<file path="src/rfs_map.vh">
`ifndef RFS_MAP_VH
`define RFS_MAP_VH
// Register offsets (byte addresses on the core's data bus)
`define RFS_ADDR_ROW_LOW     16'h0762
`define RFS_ADDR_ROW_HIGH    16'h0764
`define RFS_ADDR_CONTROL     16'h0920
`define RFS_ADDR_KEY         16'h9920
`define RFS_ADDR_IRQ_STATUS  16'h0922
`define RFS_ADDR_IRQ_MASK    16'h0924
// Control register fields
`define RFS_CTL_START_BIT    15
`define RFS_CTL_ALLOW_BIT    14
`define RFS_CTL_FAULT_BIT    13
`define RFS_CTL_TIMED_BIT    8
`define RFS_CTL_OPSEL_MSB    6
`define RFS_CTL_RESET        16'h0000
`define RFS_CTL_ERASE_BIT    6
// Unlock keys
`define RFS_KEY_FIRST        8'h55
`define RFS_KEY_SECOND       8'haa
// Row geometry
`define RFS_ROW_WORDS        32
`define RFS_ROW_INDEX_W      5
// Operation time, in microseconds, and the clock rate in MHz
`define RFS_OP_TIME_US       2000
`define RFS_CLK_MHZ          10
`define RFS_OP_CYCLES        (`RFS_OP_TIME_US * `RFS_CLK_MHZ)
// Interrupt status bits
`define RFS_IRQ_DONE_BIT     0
`define RFS_IRQ_FAULT_BIT    1
`endif

</file>
<file path="src/rfs_latch_bank.v">
`timescale 1ns/1ns
// Panel write latches: one 24-bit word per slot of the row
module rfs_latch_bank #(
    parameter WORDS = 32,
    parameter IDX_W = 5
) (
    input  wire             mclk,
    input  wire             sys_rst,
    input  wire             low_we,
    input  wire             high_we,
    input  wire [IDX_W-1:0] idx,
    input  wire [15:0]      wdata,
    input  wire [IDX_W-1:0] rd_idx,
    output reg  [23:0]      rd_word
);
    reg [23:0] latch_mem [0:WORDS-1];

    ////////////////////////////////////////////////////////////////////
    // Latch writes; high writes keep only the low byte of the source
    always @(posedge mclk) begin
        if (low_we) begin
            latch_mem[idx] <= {latch_mem[idx][23:16], wdata};
        end
        if (high_we) begin
            latch_mem[idx] <= {wdata[7:0], latch_mem[idx][15:0]};
        end
    end

    // Registered read port for the array sequencer
    always @(posedge mclk) begin
        if (sys_rst) begin
            rd_word <= 24'h000000;
        end else begin
            rd_word <= latch_mem[rd_idx];
        end
    end
endmodule // rfs_latch_bank

</file>
<file path="src/rfs_row_sequencer.v">
`timescale 1ns/1ns
`include "rfs_map.vh"
// Function
// - Erase program flash one 32-word row
// - Row address split low and page byte
// - Keys 0x55 then 0xAA before start
// - Start bit 15 launches the operation
// - 96 latch bytes filled by table writes
// - High-byte latch write keeps low byte
// - Start bit clears itself when finished
// - Operation takes 2 ms, core stalls
// - Row address captures last table address
// - Key register is write only
module rfs_row_sequencer #(
    parameter OP_CYCLES = `RFS_OP_CYCLES
) (
    input  wire        mclk,
    input  wire        sys_rst,
    input  wire [15:0] reg_addr,
    input  wire [15:0] reg_wdata,
    input  wire        reg_wr,
    input  wire        reg_rd,
    output reg  [15:0] reg_rdata,
    input  wire        tbl_wr_low,
    input  wire        tbl_wr_high,
    input  wire [15:0] effective_address,
    input  wire [7:0]  table_page,
    input  wire [15:0] tbl_wdata,
    input  wire        op_abort,
    output wire        core_stall,
    output reg         flash_erase,
    output reg         flash_program,
    output reg  [23:0] flash_addr,
    output wire [23:0] flash_wdata,
    output reg         flash_word_we,
    output wire        irq
);
    // States, one-hot
    localparam [3:0] ST_IDLE = 4'b0001;
    localparam [3:0] ST_LOAD = 4'b0010;
    localparam [3:0] ST_BUSY = 4'b0100;
    localparam [3:0] ST_DONE = 4'b1000;

    // Key tracker states, one-hot; any stray write drops back to the
    // first state, so the two keys must sit right before the start
    localparam [2:0] KEY_NONE  = 3'b001;
    localparam [2:0] KEY_FIRST = 3'b010;
    localparam [2:0] KEY_BOTH  = 3'b100;

    // Length of the timed phase in clocks, at the timer's width; it
    // must be at least one or the timed phase runs for 2^32 clocks
    localparam [31:0] OP_CYC = OP_CYCLES;

    ////////////////////////////////////////////////////////////////////
    // Control, address and sequencing state
    reg  [15:0] row_address_low_reg;
    reg  [7:0]  row_address_high_reg;
    reg         start_reg;
    reg         write_allow_reg;
    reg         write_fault_reg;
    reg         timed_write_indicator_reg;
    reg  [6:0]  operation_select_reg;
    reg  [2:0]  key_state_reg;
    reg  [3:0]  state_reg;
    reg  [3:0]  state_next;
    reg  [31:0] timer_reg;
    reg  [4:0]  word_idx_reg;
    reg  [1:0]  irq_status_reg;
    reg  [1:0]  irq_mask_reg;
    reg         op_is_erase_reg;

    // Decoded strobes, state taps and the latch read path
    wire        op_start;
    wire        op_end;
    wire        wr_ctl;
    wire        wr_key;
    wire        any_tbl;
    wire [4:0]  latch_idx;
    wire [23:0] latch_word;
    wire        in_load;
    wire        in_busy;

    ////////////////////////////////////////////////////////////////////
    // Address decode, used for both writes and reads; kept as one
    // function so every register sees the same full compare
    function hit;
        input [15:0] a;
        input [15:0] target;
        begin
            hit = (a == target);
        end
    endfunction

    assign wr_ctl  = reg_wr & hit(reg_addr, `RFS_ADDR_CONTROL);
    assign wr_key  = reg_wr & hit(reg_addr, `RFS_ADDR_KEY);
    assign any_tbl = tbl_wr_low | tbl_wr_high;

    // Launch only when the keys were the two writes right before and
    // write-allow is set in the same control write; a stale allow bit
    // from an older write is not enough, so a stray start stays inert
    assign op_start = wr_ctl & reg_wdata[`RFS_CTL_START_BIT] & ~start_reg
                      & (key_state_reg == KEY_BOTH)
                      & reg_wdata[`RFS_CTL_ALLOW_BIT];

    // Done lasts one cycle: it clears the start bit and raises the event
    assign op_end = (state_reg == ST_DONE);

    // One-hot state taps shared by the timer and the array strobes
    assign in_load = (state_reg == ST_LOAD);
    assign in_busy = (state_reg == ST_BUSY);

    // Core is held while an operation is under way; the stall is the
    // start bit itself, so the core resumes as the start bit reads clear
    assign core_stall = start_reg;

    ////////////////////////////////////////////////////////////////////
    // Key tracker: any bus write other than the expected key breaks
    // the sequence, so the keys must be the last writes before start.
    // Reads and table writes leave it alone, so polling is harmless
    always @(posedge mclk) begin
        if (sys_rst) begin
            key_state_reg <= KEY_NONE;
        end else if (reg_wr) begin
            if (wr_key && reg_wdata[7:0] == `RFS_KEY_FIRST) begin
                key_state_reg <= KEY_FIRST;
            end else if (wr_key && reg_wdata[7:0] == `RFS_KEY_SECOND
                         && key_state_reg == KEY_FIRST) begin
                key_state_reg <= KEY_BOTH;
            end else begin
                key_state_reg <= KEY_NONE;
            end
        end
    end

    ////////////////////////////////////////////////////////////////////
    // Row address registers: direct writes, or capture of table writes.
    // Frozen while busy, since the array takes its row from here for the
    // whole operation
    always @(posedge mclk) begin
        if (sys_rst) begin
            row_address_low_reg  <= 16'h0000;
            row_address_high_reg <= 8'h00;
        end else if (any_tbl && !start_reg) begin
            row_address_low_reg  <= effective_address;
            row_address_high_reg <= table_page;
        end else if (reg_wr && !start_reg) begin
            if (hit(reg_addr, `RFS_ADDR_ROW_LOW)) begin
                row_address_low_reg <= reg_wdata;
            end
            if (hit(reg_addr, `RFS_ADDR_ROW_HIGH)) begin
                row_address_high_reg <= reg_wdata[7:0];
            end
        end
    end

    ////////////////////////////////////////////////////////////////////
    // Control register; allow and select fields frozen while busy so a running cycle
    // cannot be retargeted. The write fault is sticky: an abort in the
    // same cycle as a clearing write leaves it set. The timed indicator
    // marks a cycle that ran to its end and is cleared by a new launch
    always @(posedge mclk) begin
        if (sys_rst) begin
            start_reg                 <= 1'b0;
            write_allow_reg           <= 1'b0;
            write_fault_reg           <= 1'b0;
            timed_write_indicator_reg <= 1'b0;
            operation_select_reg      <= 7'h00;
        end else begin
            if (op_start) begin
                start_reg <= 1'b1;
            end else if (op_end || (start_reg && op_abort)) begin
                start_reg <= 1'b0;
            end
            if (start_reg && op_abort) begin
                write_fault_reg <= 1'b1;
            end else if (wr_ctl && !reg_wdata[`RFS_CTL_FAULT_BIT]) begin
                write_fault_reg <= 1'b0;
            end
            if (op_end) begin
                timed_write_indicator_reg <= 1'b1;
            end else if (op_start) begin
                timed_write_indicator_reg <= 1'b0;
            end
            if (wr_ctl && !start_reg) begin
                write_allow_reg      <= reg_wdata[`RFS_CTL_ALLOW_BIT];
                operation_select_reg <= reg_wdata[`RFS_CTL_OPSEL_MSB:0];
            end
        end
    end

    ////////////////////////////////////////////////////////////////////
    // Operation sequencer: erase runs the whole time, programming
    // first walks the 32 latch words into the array. An abort from
    // either working state returns straight to idle; the start bit and
    // the fault flag follow it in the control register
    always @* begin
        state_next = state_reg;
        case (state_reg)
            ST_IDLE: begin
                if (op_start) begin
                    state_next = reg_wdata[`RFS_CTL_ERASE_BIT] ? ST_BUSY : ST_LOAD;
                end
            end
            ST_LOAD: begin
                if (op_abort) begin
                    state_next = ST_IDLE;
                end else if (word_idx_reg == 5'h1f) begin
                    state_next = ST_BUSY;
                end
            end
            ST_BUSY: begin
                if (op_abort) begin
                    state_next = ST_IDLE;
                end else if (timer_reg == OP_CYC - 32'h1) begin
                    state_next = ST_DONE;
                end
            end
            ST_DONE: begin
                state_next = ST_IDLE;
            end
            default: begin
                state_next = ST_IDLE;
            end
        endcase
    end

    // State, cycle timer and latch walk index. The timer runs only in
    // the timed phase, so the walk does not eat into the programming
    // time and a program lasts 32 cycles longer than an erase
    always @(posedge mclk) begin
        if (sys_rst) begin
            state_reg       <= ST_IDLE;
            timer_reg       <= 32'h0;
            word_idx_reg    <= 5'h00;
            op_is_erase_reg <= 1'b0;
        end else begin
            state_reg <= state_next;
            if (op_start) begin
                timer_reg       <= 32'h0;
                word_idx_reg    <= 5'h00;
                op_is_erase_reg <= reg_wdata[`RFS_CTL_ERASE_BIT];
            end else begin
                if (in_busy) begin
                    timer_reg <= timer_reg + 32'h1;
                end
                if (in_load) begin
                    word_idx_reg <= word_idx_reg + 5'h01;
                end
            end
        end
    end

    ////////////////////////////////////////////////////////////////////
    // Array strobes; the row base drops the five word-index bits
    // (two address units per word) so a whole row is hit. Address and
    // word leave together, one cycle behind the walk index, so the
    // array sees them paired on every write strobe
    always @(posedge mclk) begin
        if (sys_rst) begin
            flash_erase   <= 1'b0;
            flash_program <= 1'b0;
            flash_addr    <= 24'h000000;
            flash_word_we <= 1'b0;
        end else begin
            flash_erase   <= in_busy & op_is_erase_reg;
            flash_program <= in_busy & ~op_is_erase_reg;
            flash_word_we <= in_load;
            flash_addr    <= {row_address_high_reg, row_address_low_reg[15:6],
                              in_load ? word_idx_reg : 5'h00,
                              1'b0};
        end
    end

    // Word slot within the row from the table pointer; bit 0 is the
    // byte lane and the bits above pick a row, which the latches ignore
    assign latch_idx = effective_address[5:1];

    // Latch bank, read in step with the walk index; table writes are
    // refused while busy, so the walk reads a settled row
    rfs_latch_bank #(
        .WORDS (`RFS_ROW_WORDS),
        .IDX_W (`RFS_ROW_INDEX_W)
    ) u_latch (
        .mclk    (mclk),
        .sys_rst (sys_rst),
        .low_we  (tbl_wr_low & ~start_reg),
        .high_we (tbl_wr_high & ~start_reg),
        .idx     (latch_idx),
        .wdata   (tbl_wdata),
        .rd_idx  (word_idx_reg),
        .rd_word (latch_word)
    );
    assign flash_wdata = latch_word;

    ////////////////////////////////////////////////////////////////////
    // Interrupt status: sticky, cleared by reading; a new event in the
    // clearing cycle survives. Only done and fault exist, so status and
    // mask are two bits wide
    always @(posedge mclk) begin
        if (sys_rst) begin
            irq_status_reg <= 2'b00;
            irq_mask_reg   <= 2'b00;
        end else begin
            irq_status_reg <= ((reg_rd && hit(reg_addr, `RFS_ADDR_IRQ_STATUS))
                               ? 2'b00 : irq_status_reg)
                              | {start_reg & op_abort, op_end};
            if (reg_wr && hit(reg_addr, `RFS_ADDR_IRQ_MASK)) begin
                irq_mask_reg <= reg_wdata[1:0];
            end
        end
    end
    // Level output, high while an unmasked event is pending
    assign irq = |(irq_status_reg & irq_mask_reg);

    ////////////////////////////////////////////////////////////////////
    // Read data, one cycle after the strobe and zero otherwise, so a
    // bus that ORs its slaves together stays clean. The key has no read
    // path at all: its value lives only in the tracker
    always @(posedge mclk) begin
        if (sys_rst) begin
            reg_rdata <= 16'h0000;
        end else if (reg_rd) begin
            case (reg_addr)
                `RFS_ADDR_ROW_LOW:    reg_rdata <= row_address_low_reg;
                `RFS_ADDR_ROW_HIGH:   reg_rdata <= {8'h00, row_address_high_reg};
                `RFS_ADDR_CONTROL:    reg_rdata <= {start_reg, write_allow_reg,
                                                    write_fault_reg, 4'h0,
                                                    timed_write_indicator_reg,
                                                    1'b0, operation_select_reg};
                `RFS_ADDR_IRQ_STATUS: reg_rdata <= {14'h0000, irq_status_reg};
                `RFS_ADDR_IRQ_MASK:   reg_rdata <= {14'h0000, irq_mask_reg};
                default:              reg_rdata <= 16'h0000;
            endcase
        end else begin
            reg_rdata <= 16'h0000;
        end
    end
endmodule // rfs_row_sequencer

</file>
<file path="config.mk">
export PLATFORM = sky130hd
export DESIGN_NAME = rfs_row_sequencer
export DESIGN_NICKNAME = d
export VERILOG_FILES = /design/src/rfs_latch_bank.v /design/src/rfs_row_sequencer.v
export VERILOG_INCLUDE_DIRS = /design/src
export SDC_FILE = /design/constraint.sdc
export NUM_CORES = 1
export LEC_CHECK = 0
export BUFFER_PORTS_ARGS = -buffer_cell sky130_fd_sc_hd__buf_2
export CAP_MARGIN = 15
export CORE_MARGIN = 5
export CORE_UTILIZATION = 50
export CTS_CLUSTER_SIZE = 24
export DETAILED_ROUTE_END_ITERATION = 10
export GPL_ROUTABILITY_DRIVEN = 0
export GPL_TIMING_DRIVEN = 0
export PLACE_DENSITY = 0.67
export RECOVER_POWER = 100
export SETUP_SLACK_MARGIN = 0.2
export SLEW_MARGIN = 0
export SYNTH_ARGS = -nofsm -noshare
export SYNTH_HDL_FRONTEND = slang
export SYNTH_SLANG_ARGS = --single-unit
</file>
<file path="constraint.sdc">
create_clock -name mclk -period 3 [get_ports mclk]
set_clock_uncertainty 0.15 [all_clocks]
set_input_delay 0.6 -clock mclk [delete_from_list [all_inputs] [get_ports mclk]]
set_output_delay 0.6 -clock mclk [all_outputs]
set_load 0.01 [all_outputs]
</file>
### Yosys cells after proc, flatten, opt, wreduce, memory -nomap -nowiden

Memory sizes are Yosys's and may differ from the RTL's. A register that Yosys moved wholly into a read port is not among the register bits.
Index checks and enable logic that the tools add are counted.

| storage, ports and cells | value |
|---|---|
| register bits after elaboration | 127 |
| bits in read-only memories | 0 |
| latch bits | 0 |
| memories | 1 |
| output and inout bits | 69 |
| word-level logic and storage cells | 126 |
| bits in writable memories | 768 |

Memories:

| memory | words | width | read ports | clocked after Yosys merged registers in | write ports | RTL line | RTL |
|---|---|---|---|---|---|---|---|
| u_latch.latch_mem | 32 | 24 | 1 | 1 | 1 | rfs_latch_bank.v:16 | `reg [23:0] latch_mem [0:WORDS-1];` |

| operators by class | value |
|---|---|
| $mul | 0 |
| multiplexer cells | 29 |
| add/sub/neg operators | 2 |
| bitwise logic cells | 23 |
| div/mod/pow operators | 0 |
| shift-type cells | 0 |
| reductions and logical operators | 28 |
| eq/ne operators | 22 |
| $lt $le $gt $ge | 0 |

Operator list:

| kind | number |
|---|---|
| case mux 16 bit (5 select lines) | 1 |
| two-way mux 16 bit | 4 |
| equality test 16 x 12 -> 1 bit (second input constant) | 3 |
| adder 32 x 1 -> 32 bit (second input constant) | 1 |
| equality test 16 x 11 -> 1 bit (second input constant) | 2 |
| equality test 32 x 15 -> 1 bit (second input constant) | 1 |
| two-way mux 8 bit | 4 |
| two-way mux 4 bit | 5 |
| equality test 16 bit (second input constant) | 1 |
| AND 1 bit | 13 |
| case mux 4 bit (3 select lines) | 1 |
| nonzero test 2 bit | 6 |
| logical AND 1 bit | 10 |
| two-way mux 1 bit | 10 |
| two-way mux 3 bit | 3 |
| equality test 8 x 7 -> 1 bit (second input constant) | 1 |
| equality test 8 bit (second input constant) | 1 |
| AND reduction 2 bit | 4 |
| OR reduction 2 bit | 4 |
| != test 3 x 2 -> 1 bit (second input constant) | 2 |
| adder 5 x 1 -> 5 bit (second input constant) | 1 |
| equality test 5 bit | 1 |
| equality test 5 bit (second input constant) | 1 |
| inverter 1 bit | 5 |
| 15 further kinds | 19 |

### Logic depth before layout (Yosys ltp)

Gate-level depths: netlist of run 1.

| logic depth | value |
|---|---|
| word-level depth | 9 |
| gate-level depth with buffers | 8 |

### Hierarchy

A second synthesis of run 1 with hierarchy kept.

| unflattened totals | value |
|---|---|
| cells, all modules | 1,950 |
| area, all modules | 35,288.8 um2 |

Modules (own cells, without submodules):

| module | times used | cells an instance | area each (um2) |
|---|---|---|---|
| rfs_latch_bank | 1 | 1,359 | 30,108.9 |
| rfs_row_sequencer | 1 | 591 | 5,180.0 |

### Least setup slack after synthesis of run 1

OpenSTA, ideal clock, no wires.

| timing | value |
|---|---|
| path type | input-to-reg |
| start | input effective_address[3] |
| end | memory u_latch.latch_mem[4][0], enable pin |
| arrival | 2.143 ns |
| path buffers | 2 |
| stages | 4 |
| data required time | 2.462 ns |
| slack | 0.318 ns |
| cell sequence | clkbuf_1 or3b_2 clkbuf_1 nor2_1 |

| on the way | value |
|---|---|
| cells in the longest elaborated chain, start to end | 5 |

RTL lines:

| element | RTL line | RTL |
|---|---|---|
| from (decl) | rfs_row_sequencer.v:26 | `input wire [15:0] effective_address,` |
| equality test 5 bit (no line) | - |  |
| AND 1 bit (no line) | - |  |
| inverter 1 bit (no line) | - |  |
| AND 1 bit (no line) | - |  |
| OR 1 bit (no line) | - |  |
| to (decl) | rfs_latch_bank.v:16 |  |

Several ways; a longest one is shown, not always the timed one.

### Worst setup path in the final report of run 1

| timing | value |
|---|---|
| start | register start_reg, in the netlist core_stall |
| end | memory u_latch.latch_mem[20][3], enable pin |

| on the way | value |
|---|---|
| cells in the longest elaborated chain, start to end | 8 |

RTL lines:

| element | RTL line | RTL |
|---|---|---|
| from (decl) | rfs_row_sequencer.v:58 | `reg start_reg;` |
| from (signal assigned) | rfs_row_sequencer.v:163 | `start_reg <= 1'b0;` |
| from (signal assigned) | rfs_row_sequencer.v:170 | `start_reg <= 1'b1;` |
| from (signal assigned) | rfs_row_sequencer.v:172 | `start_reg <= 1'b0;` |
| inverter 1 bit (*) | rfs_row_sequencer.v:286, rfs_row_sequencer.v:287 |  |
| AND 1 bit | rfs_row_sequencer.v:287 | `.high_we (tbl_wr_high & ~start_reg),` |
| two-way mux 1 bit | rfs_latch_bank.v:24 | `if (high_we) begin` |
| two-way mux 1 bit (implied by the code) | rfs_latch_bank.v:25 | `latch_mem[idx] <= {wdata[7:0], latch_mem[idx][15:0]};` |
| AND 1 bit (no line) | - |  |
| inverter 1 bit (no line) | - |  |
| AND 1 bit (no line) | - |  |
| OR 1 bit (no line) (*) | - |  |

Mark *: on every way between the ends. The rest lies on a longest branch, timed or not.

==> results of run 1 <==
cells in the mapped netlist (all sizes together) (2+ instances only):
library cell	n
a211o	4
inv	3
nand2	105
nor2b	28
nor4b	7
and2	7
or4b	5
a222oi	7
a22oi	96
nand3	23
nand3b	9
mux4	184
a311oi	20
xnor2	5
nor3b	4
xor2	27
o21ai	3
o21bai	2
buf	38
a22o	21
dfxtp	150
nor4bb	2
nor2	167
and4	5
mux2i	39
nand4	21
ha	3
nand4b	2
or3b	2
or3	5
nor4	9
nand2b	4
and3	15
a21oi	16
clkbuf	66
a211oi	10
edfxtp	768
nor3	11
or2	2
power breakdown:
| group | switching [W] | internal [W] | total (W) |
|---|---|---|---|
| Combinational | 0.000404 | 0.000137 | 0.000541 |
| Clock | 0.00479 | 0.00669 | 0.0115 |
| Sequential | 0.0000427 | 0.0139 | 0.0140 |
area by class of cell:
type,count,area [µm²],share of cell area [%]
sequential,918,26070,64.65
buffer,104,603.1,1.496
clock inverter,51,603.1,1.496
inverter,3,11.26,0.02793
multi-input combinational,879,8529,21.16
tap,940,1176,2.917
clock buffer,112,2415,5.989
timing repair buffer,175,915.9,2.272
logic make-up (layout without fill, tap and decap cells):
group	Yosys count	in the layout	share of synthesized area (%)
compound gates	183	183	4.006
xor+xnor	32	32	0.8019
fa+ha+maj	3	3	0.1074
buf+inv	107	445	1.339
flops	918	918	74.58
mux	223	223	12.97
other cells	1	1	0.01073
simple gates	437	437	6.183
routing by layer:
metal  track usage, %  routed length (µm)
met1            30.66               34380
met4            7.620                2923
met3            4.174                6072
met5                0                   0
met2            37.52               41800
timing repair:
action | in CTS | in global routing
gates resized for setup | 70 | 35
setup buffers | 0 | 2
pin swaps | 0 | 5
setup endpoints to repair | 342 | 85
cloned | 0 | 0
worst register-to-register path: stages, from the launching register on:
cell,delay (ns)
dfxtp_1,0.44
nor3b_2,0.50
nand2_1,0.49
nor2_1,0.48
clkbuf_2,0.48
final timing paths:
check                                    startpoint                                      to  slack (ns)
min reg2reg  timed_write_indicator_reg$_SDFFE_PP0P_  timed_write_indicator_reg$_SDFFE_PP0P_        0.31
max reg2reg                 core_stall$_SDFFE_PP0P_      u_latch.latch_mem[20][3]$_DFFE_PP_         0.1
max                         core_stall$_SDFFE_PP0P_      u_latch.latch_mem[20][3]$_DFFE_PP_         0.1
min                                   reg_wdata[12]    row_address_low_reg[12]$_SDFFE_PP0P_        0.09
through the flow:
step	hold WS [ns]	utilization, %	area (µm²)	setup WS (ns)
floorplan	0.2661	-	34950	0.3185
global placement	0.3033	52.88	36840	-0.8964
detailed placement	0.3091	53.50	37270	-0.6256
CTS	0.05461	58.18	40530	0.1725
global route	0.07724	57.88	40320	0.06981
finish	0.09254	57.88	40320	0.09618
==> qor.csv, run 1 <==
metric,value,unit
status,"finished, violations left",
violations,"max-capacitance violations, max-slew violations",
layout_common_cells,"edfxtp_1, mux4_2, clkbuf_1, dfxtp_1, nor2_1",
nNetsFinal,2253,
portBuffers,143,
final_common_cell,edfxtp_1,
drc,0,
vdd_drop_max,0.0004593,V
fmax,344.4,MHz
cp-end-kind,flop,
cts_tree,done,
fill_cells,5309,
whs_path_depth,3,
die_height,274.4,µm
path_clk_slew,0.06,ns
viasPerCell,6.015,
yosysWarnings,0,
final.setup.tns,0,ns
dieArea,75290,µm²
synth_top_area_share,65.99,%
relSlewSlack,-72.54,%
dp_hpwl,56440,µm
antenna_found_initial,2,
antenna_cells,0,
rows,97,
stdcell_count,3182,
leakagePower,12.85,nW
power_density,644.9,nW/µm²
synth-edff-count,768,
cts_htree_levels,3,
min_path_type,primary input to flop,
async_flop_share,0,%
num_vias,19140,
slowest_stage,nor3b_2,
num_io_pins,148,
first_pass_iters,6,
clockBufferDepth,3,
setup_viol,0,
grt_pass1_vias,19400,
crit_fanout,13,
tightest_slew,2.588,ns
finalHoldViolCount,0,
grt_use_total,22.64,%
ys_types,58,
startpoint_type,flop,
period_minus_slack,2.904,ns
drv_cap,6,
overflow,0,
drt_iter0_drc,2111,
clk_latency,0.64,ns
grt_pass1_wl,125900,µm
dp.cells,3010,
slowest_delay,0.49,ns
drive_above_1_share,21.68,%
core_area,69660,µm²
r2r_cells,4,
rsz0062_at_grt,true,
synthTopCellsByArea,"edfxtp_1, mux4_2, dfxtp_1",
synth_cells,1904,
initial_core_util,50.17,%
path_class,flop to flop,
ys_seq_elements,918,
finalMaxSlewViolations,291,
ys_seq_area_share,74.58,%
totalPowerFinal,0.02600,W
cp_cell_sequence,nor3b_2 -> nand2_1 -> nor2_1 -> clkbuf_2,
clockRootBuffer,clkbuf_16,
worst-endpoint-required,3.13,ns
worstPathArrival,3.04,ns
largest_reg_flops,768,
ant_nets,0,
routed_wl,85170,µm
cp_num_buf_inv,1,
cts_sinks,918,
crit_family,simple AND/OR/NAND/NOR gates,
cp.depth,4,
die_x,274.4,µm
areaGrowthSynthToFinish,15.36,%
grt_max_degree,65,
routedWlPerCell,26.77,µm
finalCritPeriodShare,96.79,%
hold_buffers,0,
synth_area_leader_cell,edfxtp_1,
numCtsBuffers,90,
synth_area_per_cell,18.36,µm²
synth_nets,1986,
synth_area,34950,µm²
synthFlopType,edfxtp_1,
(Power assumes the default switching activity.)
==> run 2, diff against run 1 <==
- PLACE_DENSITY: 0.67 -> 0.69
- clock period: 3 -> 2.4 ns (I/O delays scaled with it)
==> qor.csv, run 2 (synthesis gave the netlist of run 1 again) <==
metric,value,unit,change
status,"finished, violations left",,
violations,"max-capacitance violations, max-slew violations, negative setup slack",,
leakagePower,13.80,nW,+7.5%
drc,0,,unchanged
antenna_found_initial,1,,-1
setup_viol,22,,+22
startpoint_type,flop,,
rows,97,,unchanged
relSlewSlack,-4.336,%,+68 points
crit_fanout,6,,-7
antenna_cells,0,,unchanged
fin_area,42680,µm²,+5.9%
fmax,402.1,MHz,+17%
worst-endpoint-required,2.76,ns,-0.37 ns
finalMaxSlewViolations,33,,-89%
final_common_cell,edfxtp_1,,
final.setup.tns,-0.7673,ns,-0.7673 ns
grt_pass1_wl,134600,µm,+7.0%
drt_iter0_drc,2401,,+14%
cp-end-kind,flop,,
path_clk_slew,0.06,ns,about the same
fill_cells,4910,,-7.5%
worstPathArrival,2.85,ns,-0.19 ns
tightest_slew,1.565,ns,-1.023 ns
ant_nets,0,,unchanged
num_vias,20050,,+4.8%
power_density,768.2,nW/µm²,+19%
clk_latency,0.65,ns,about the same
path_class,flop to flop,,
period_minus_slack,2.487,ns,-0.4167 ns
first_pass_iters,6,,unchanged
finalCritPeriodShare,103.6,%,+6.8 points
clockBufferDepth,3,,unchanged
dp.cells,3006,,-0.13%
num_io_pins,148,,unchanged
placed_area,37350,µm²,+0.20%
cts_sinks,918,,unchanged
grt_pass1_vias,20590,,+6.1%
dieArea,75290,µm²,unchanged
drive_above_1_share,31.48,%,+9.8 points
vdd_drop_max,0.0006785,V,+48%
core_area,69660,µm²,unchanged
stdcell_count,3278,,+3.0%
nNetsFinal,2346,,+4.1%
clockRootBuffer,clkbuf_16,,
routedWlPerCell,28.20,µm,+5.4%
min_path_type,primary input to flop,,
cts_htree_levels,3,,unchanged
die_height,274.4,µm,unchanged
fin_ws,-0.08713,ns,-0.1833 ns
slowest_stage,mux4_2,,
dp_hpwl,55840,µm,-1.1%
post-route-util,61.27,%,+3.4 points
portBuffers,143,,unchanged
largest_reg_flops,768,,unchanged
slowest_delay,0.53,ns,+0.04 ns
rsz0062_at_grt,true,,
place_ws,-1.190,ns,-0.5644 ns
grt_max_degree,65,,unchanged
cp_cell_sequence,clkbuf_16 -> buf_12 -> buf_4 -> bufbuf_16 -> mux4_2 -> a22oi_2 -> nand2_1 -> a22o_1,,
drv_cap,1,,-5
initial_core_util,50.17,%,unchanged
numCtsBuffers,90,,unchanged
layout_common_cells,"edfxtp_1, mux4_2, dfxtp_1, nor2_1, clkbuf_16",,
reg2reg_slack,-0.09,ns,-0.18 ns
finalHoldViolCount,0,,unchanged
grt_use_total,24.38,%,+1.7 points
viasPerCell,6.118,,+1.7%
cts_tree,done,,
die_x,274.4,µm,unchanged
overflow,0,,unchanged
areaGrowthSynthToFinish,22.12,%,
routed_wl,92440,µm,+8.5%
==> run 2: changes by cell type in the layout (fill, tap and decap cells not counted), moves of 24 or more <==
cell,delta
buf_2,+32
clkbuf_2,+24
dlygate4sd3_1,+28
a22oi_2,+61
a22oi_1,-61
clkbuf_1,-51
==> run 2: path summary, 6_finish.rpt <==
| kind | startpoint | endpoint | cells after the start |
|---|---|---|---|
| worst max register to register | word_idx_reg[1]$_SDFFE_PP0P_ | u_latch.rd_word[1]$_SDFF_PP0_ | 8 |
| worst min register to register | row_address_low_reg[10]$_SDFFE_PP0P_ | flash_addr[10]$_SDFF_PP0_ | 1 |
| worst max-delay path | word_idx_reg[1]$_SDFFE_PP0P_ | u_latch.rd_word[1]$_SDFF_PP0_ | 8 |
| worst min-delay path | reg_wdata[2] | operation_select_reg[2]$_SDFFE_PP0P_ | 3 |
==> run 2: report_power, final <==
| part | internal [W] | total [W] | leakage (nW) | switching [W] |
|---|---|---|---|---|
| logic | 0.000216 | 0.000763 | 4.14 | 0.000547 |
| clock network | 0.00855 | 0.0145 | 1.52 | 0.00599 |
| registers | 0.0174 | 0.0175 | 8.14 | 0.0000577 |
==> run 2: what timing repair did <==
| action | CTS | global route |
|---|---|---|
| buffers inserted | 46 | 10 |
| cloned | 14 | 1 |
| pin swaps | 89 | 20 |
| hold buffers | 28 | 0 |
| gates resized for setup | 318 | 72 |
| hold endpoints to repair | 21 | 0 |
| setup endpoints to repair | 817 | 541 |
==> run 2: metal layers <==
layer	track usage (%)	wire, µm	part of all wire [%]
met5	0	0	0
met4	10.58	4293	4.6
met3	4.690	7671	8.3
met2	39.59	45050	49
met1	32.54	35430	38
==> run 2: worst max-delay path, delay by kind of cell, from the launching register on <==
| family | cells | cell delay [ns] |
|---|---|---|
| mux | 1 | 0.53 |
| compound gates | 2 | 0.45 |
| buf+inv | 4 | 0.74 |
| simple gates | 1 | 0.09 |
| flops | 1 | 0.39 |
==> run 2: final cells by class <==
cell class                      instances  area, µm²  share of cell area, %
Buffer                                104       1080                  2.530
Clock buffer                          117       2532                  5.933
Clock inverter                         49      523.0                  1.225
Inverter                                3      11.26                0.02638
Multi-Input combinational cell        879       9180                  21.51
Sequential cell                       918      26080                  61.09
Tap cell                              940       1176                  2.756
Timing Repair Buffer                  268       2103                  4.928
==> run 2: metrics by stage <==
stage | power [W] | hold WS [ns]
3_5_place_dp | 0.01850 | 0.3173
2_1_floorplan | 0.01804 | 0.2661
6_report | 0.03279 | 0.02314
5_1_grt | 0.03373 | 0.02026
3_3_place_gp | 0.01846 | 0.3090
4_1_cts | 0.03289 | 0.001201
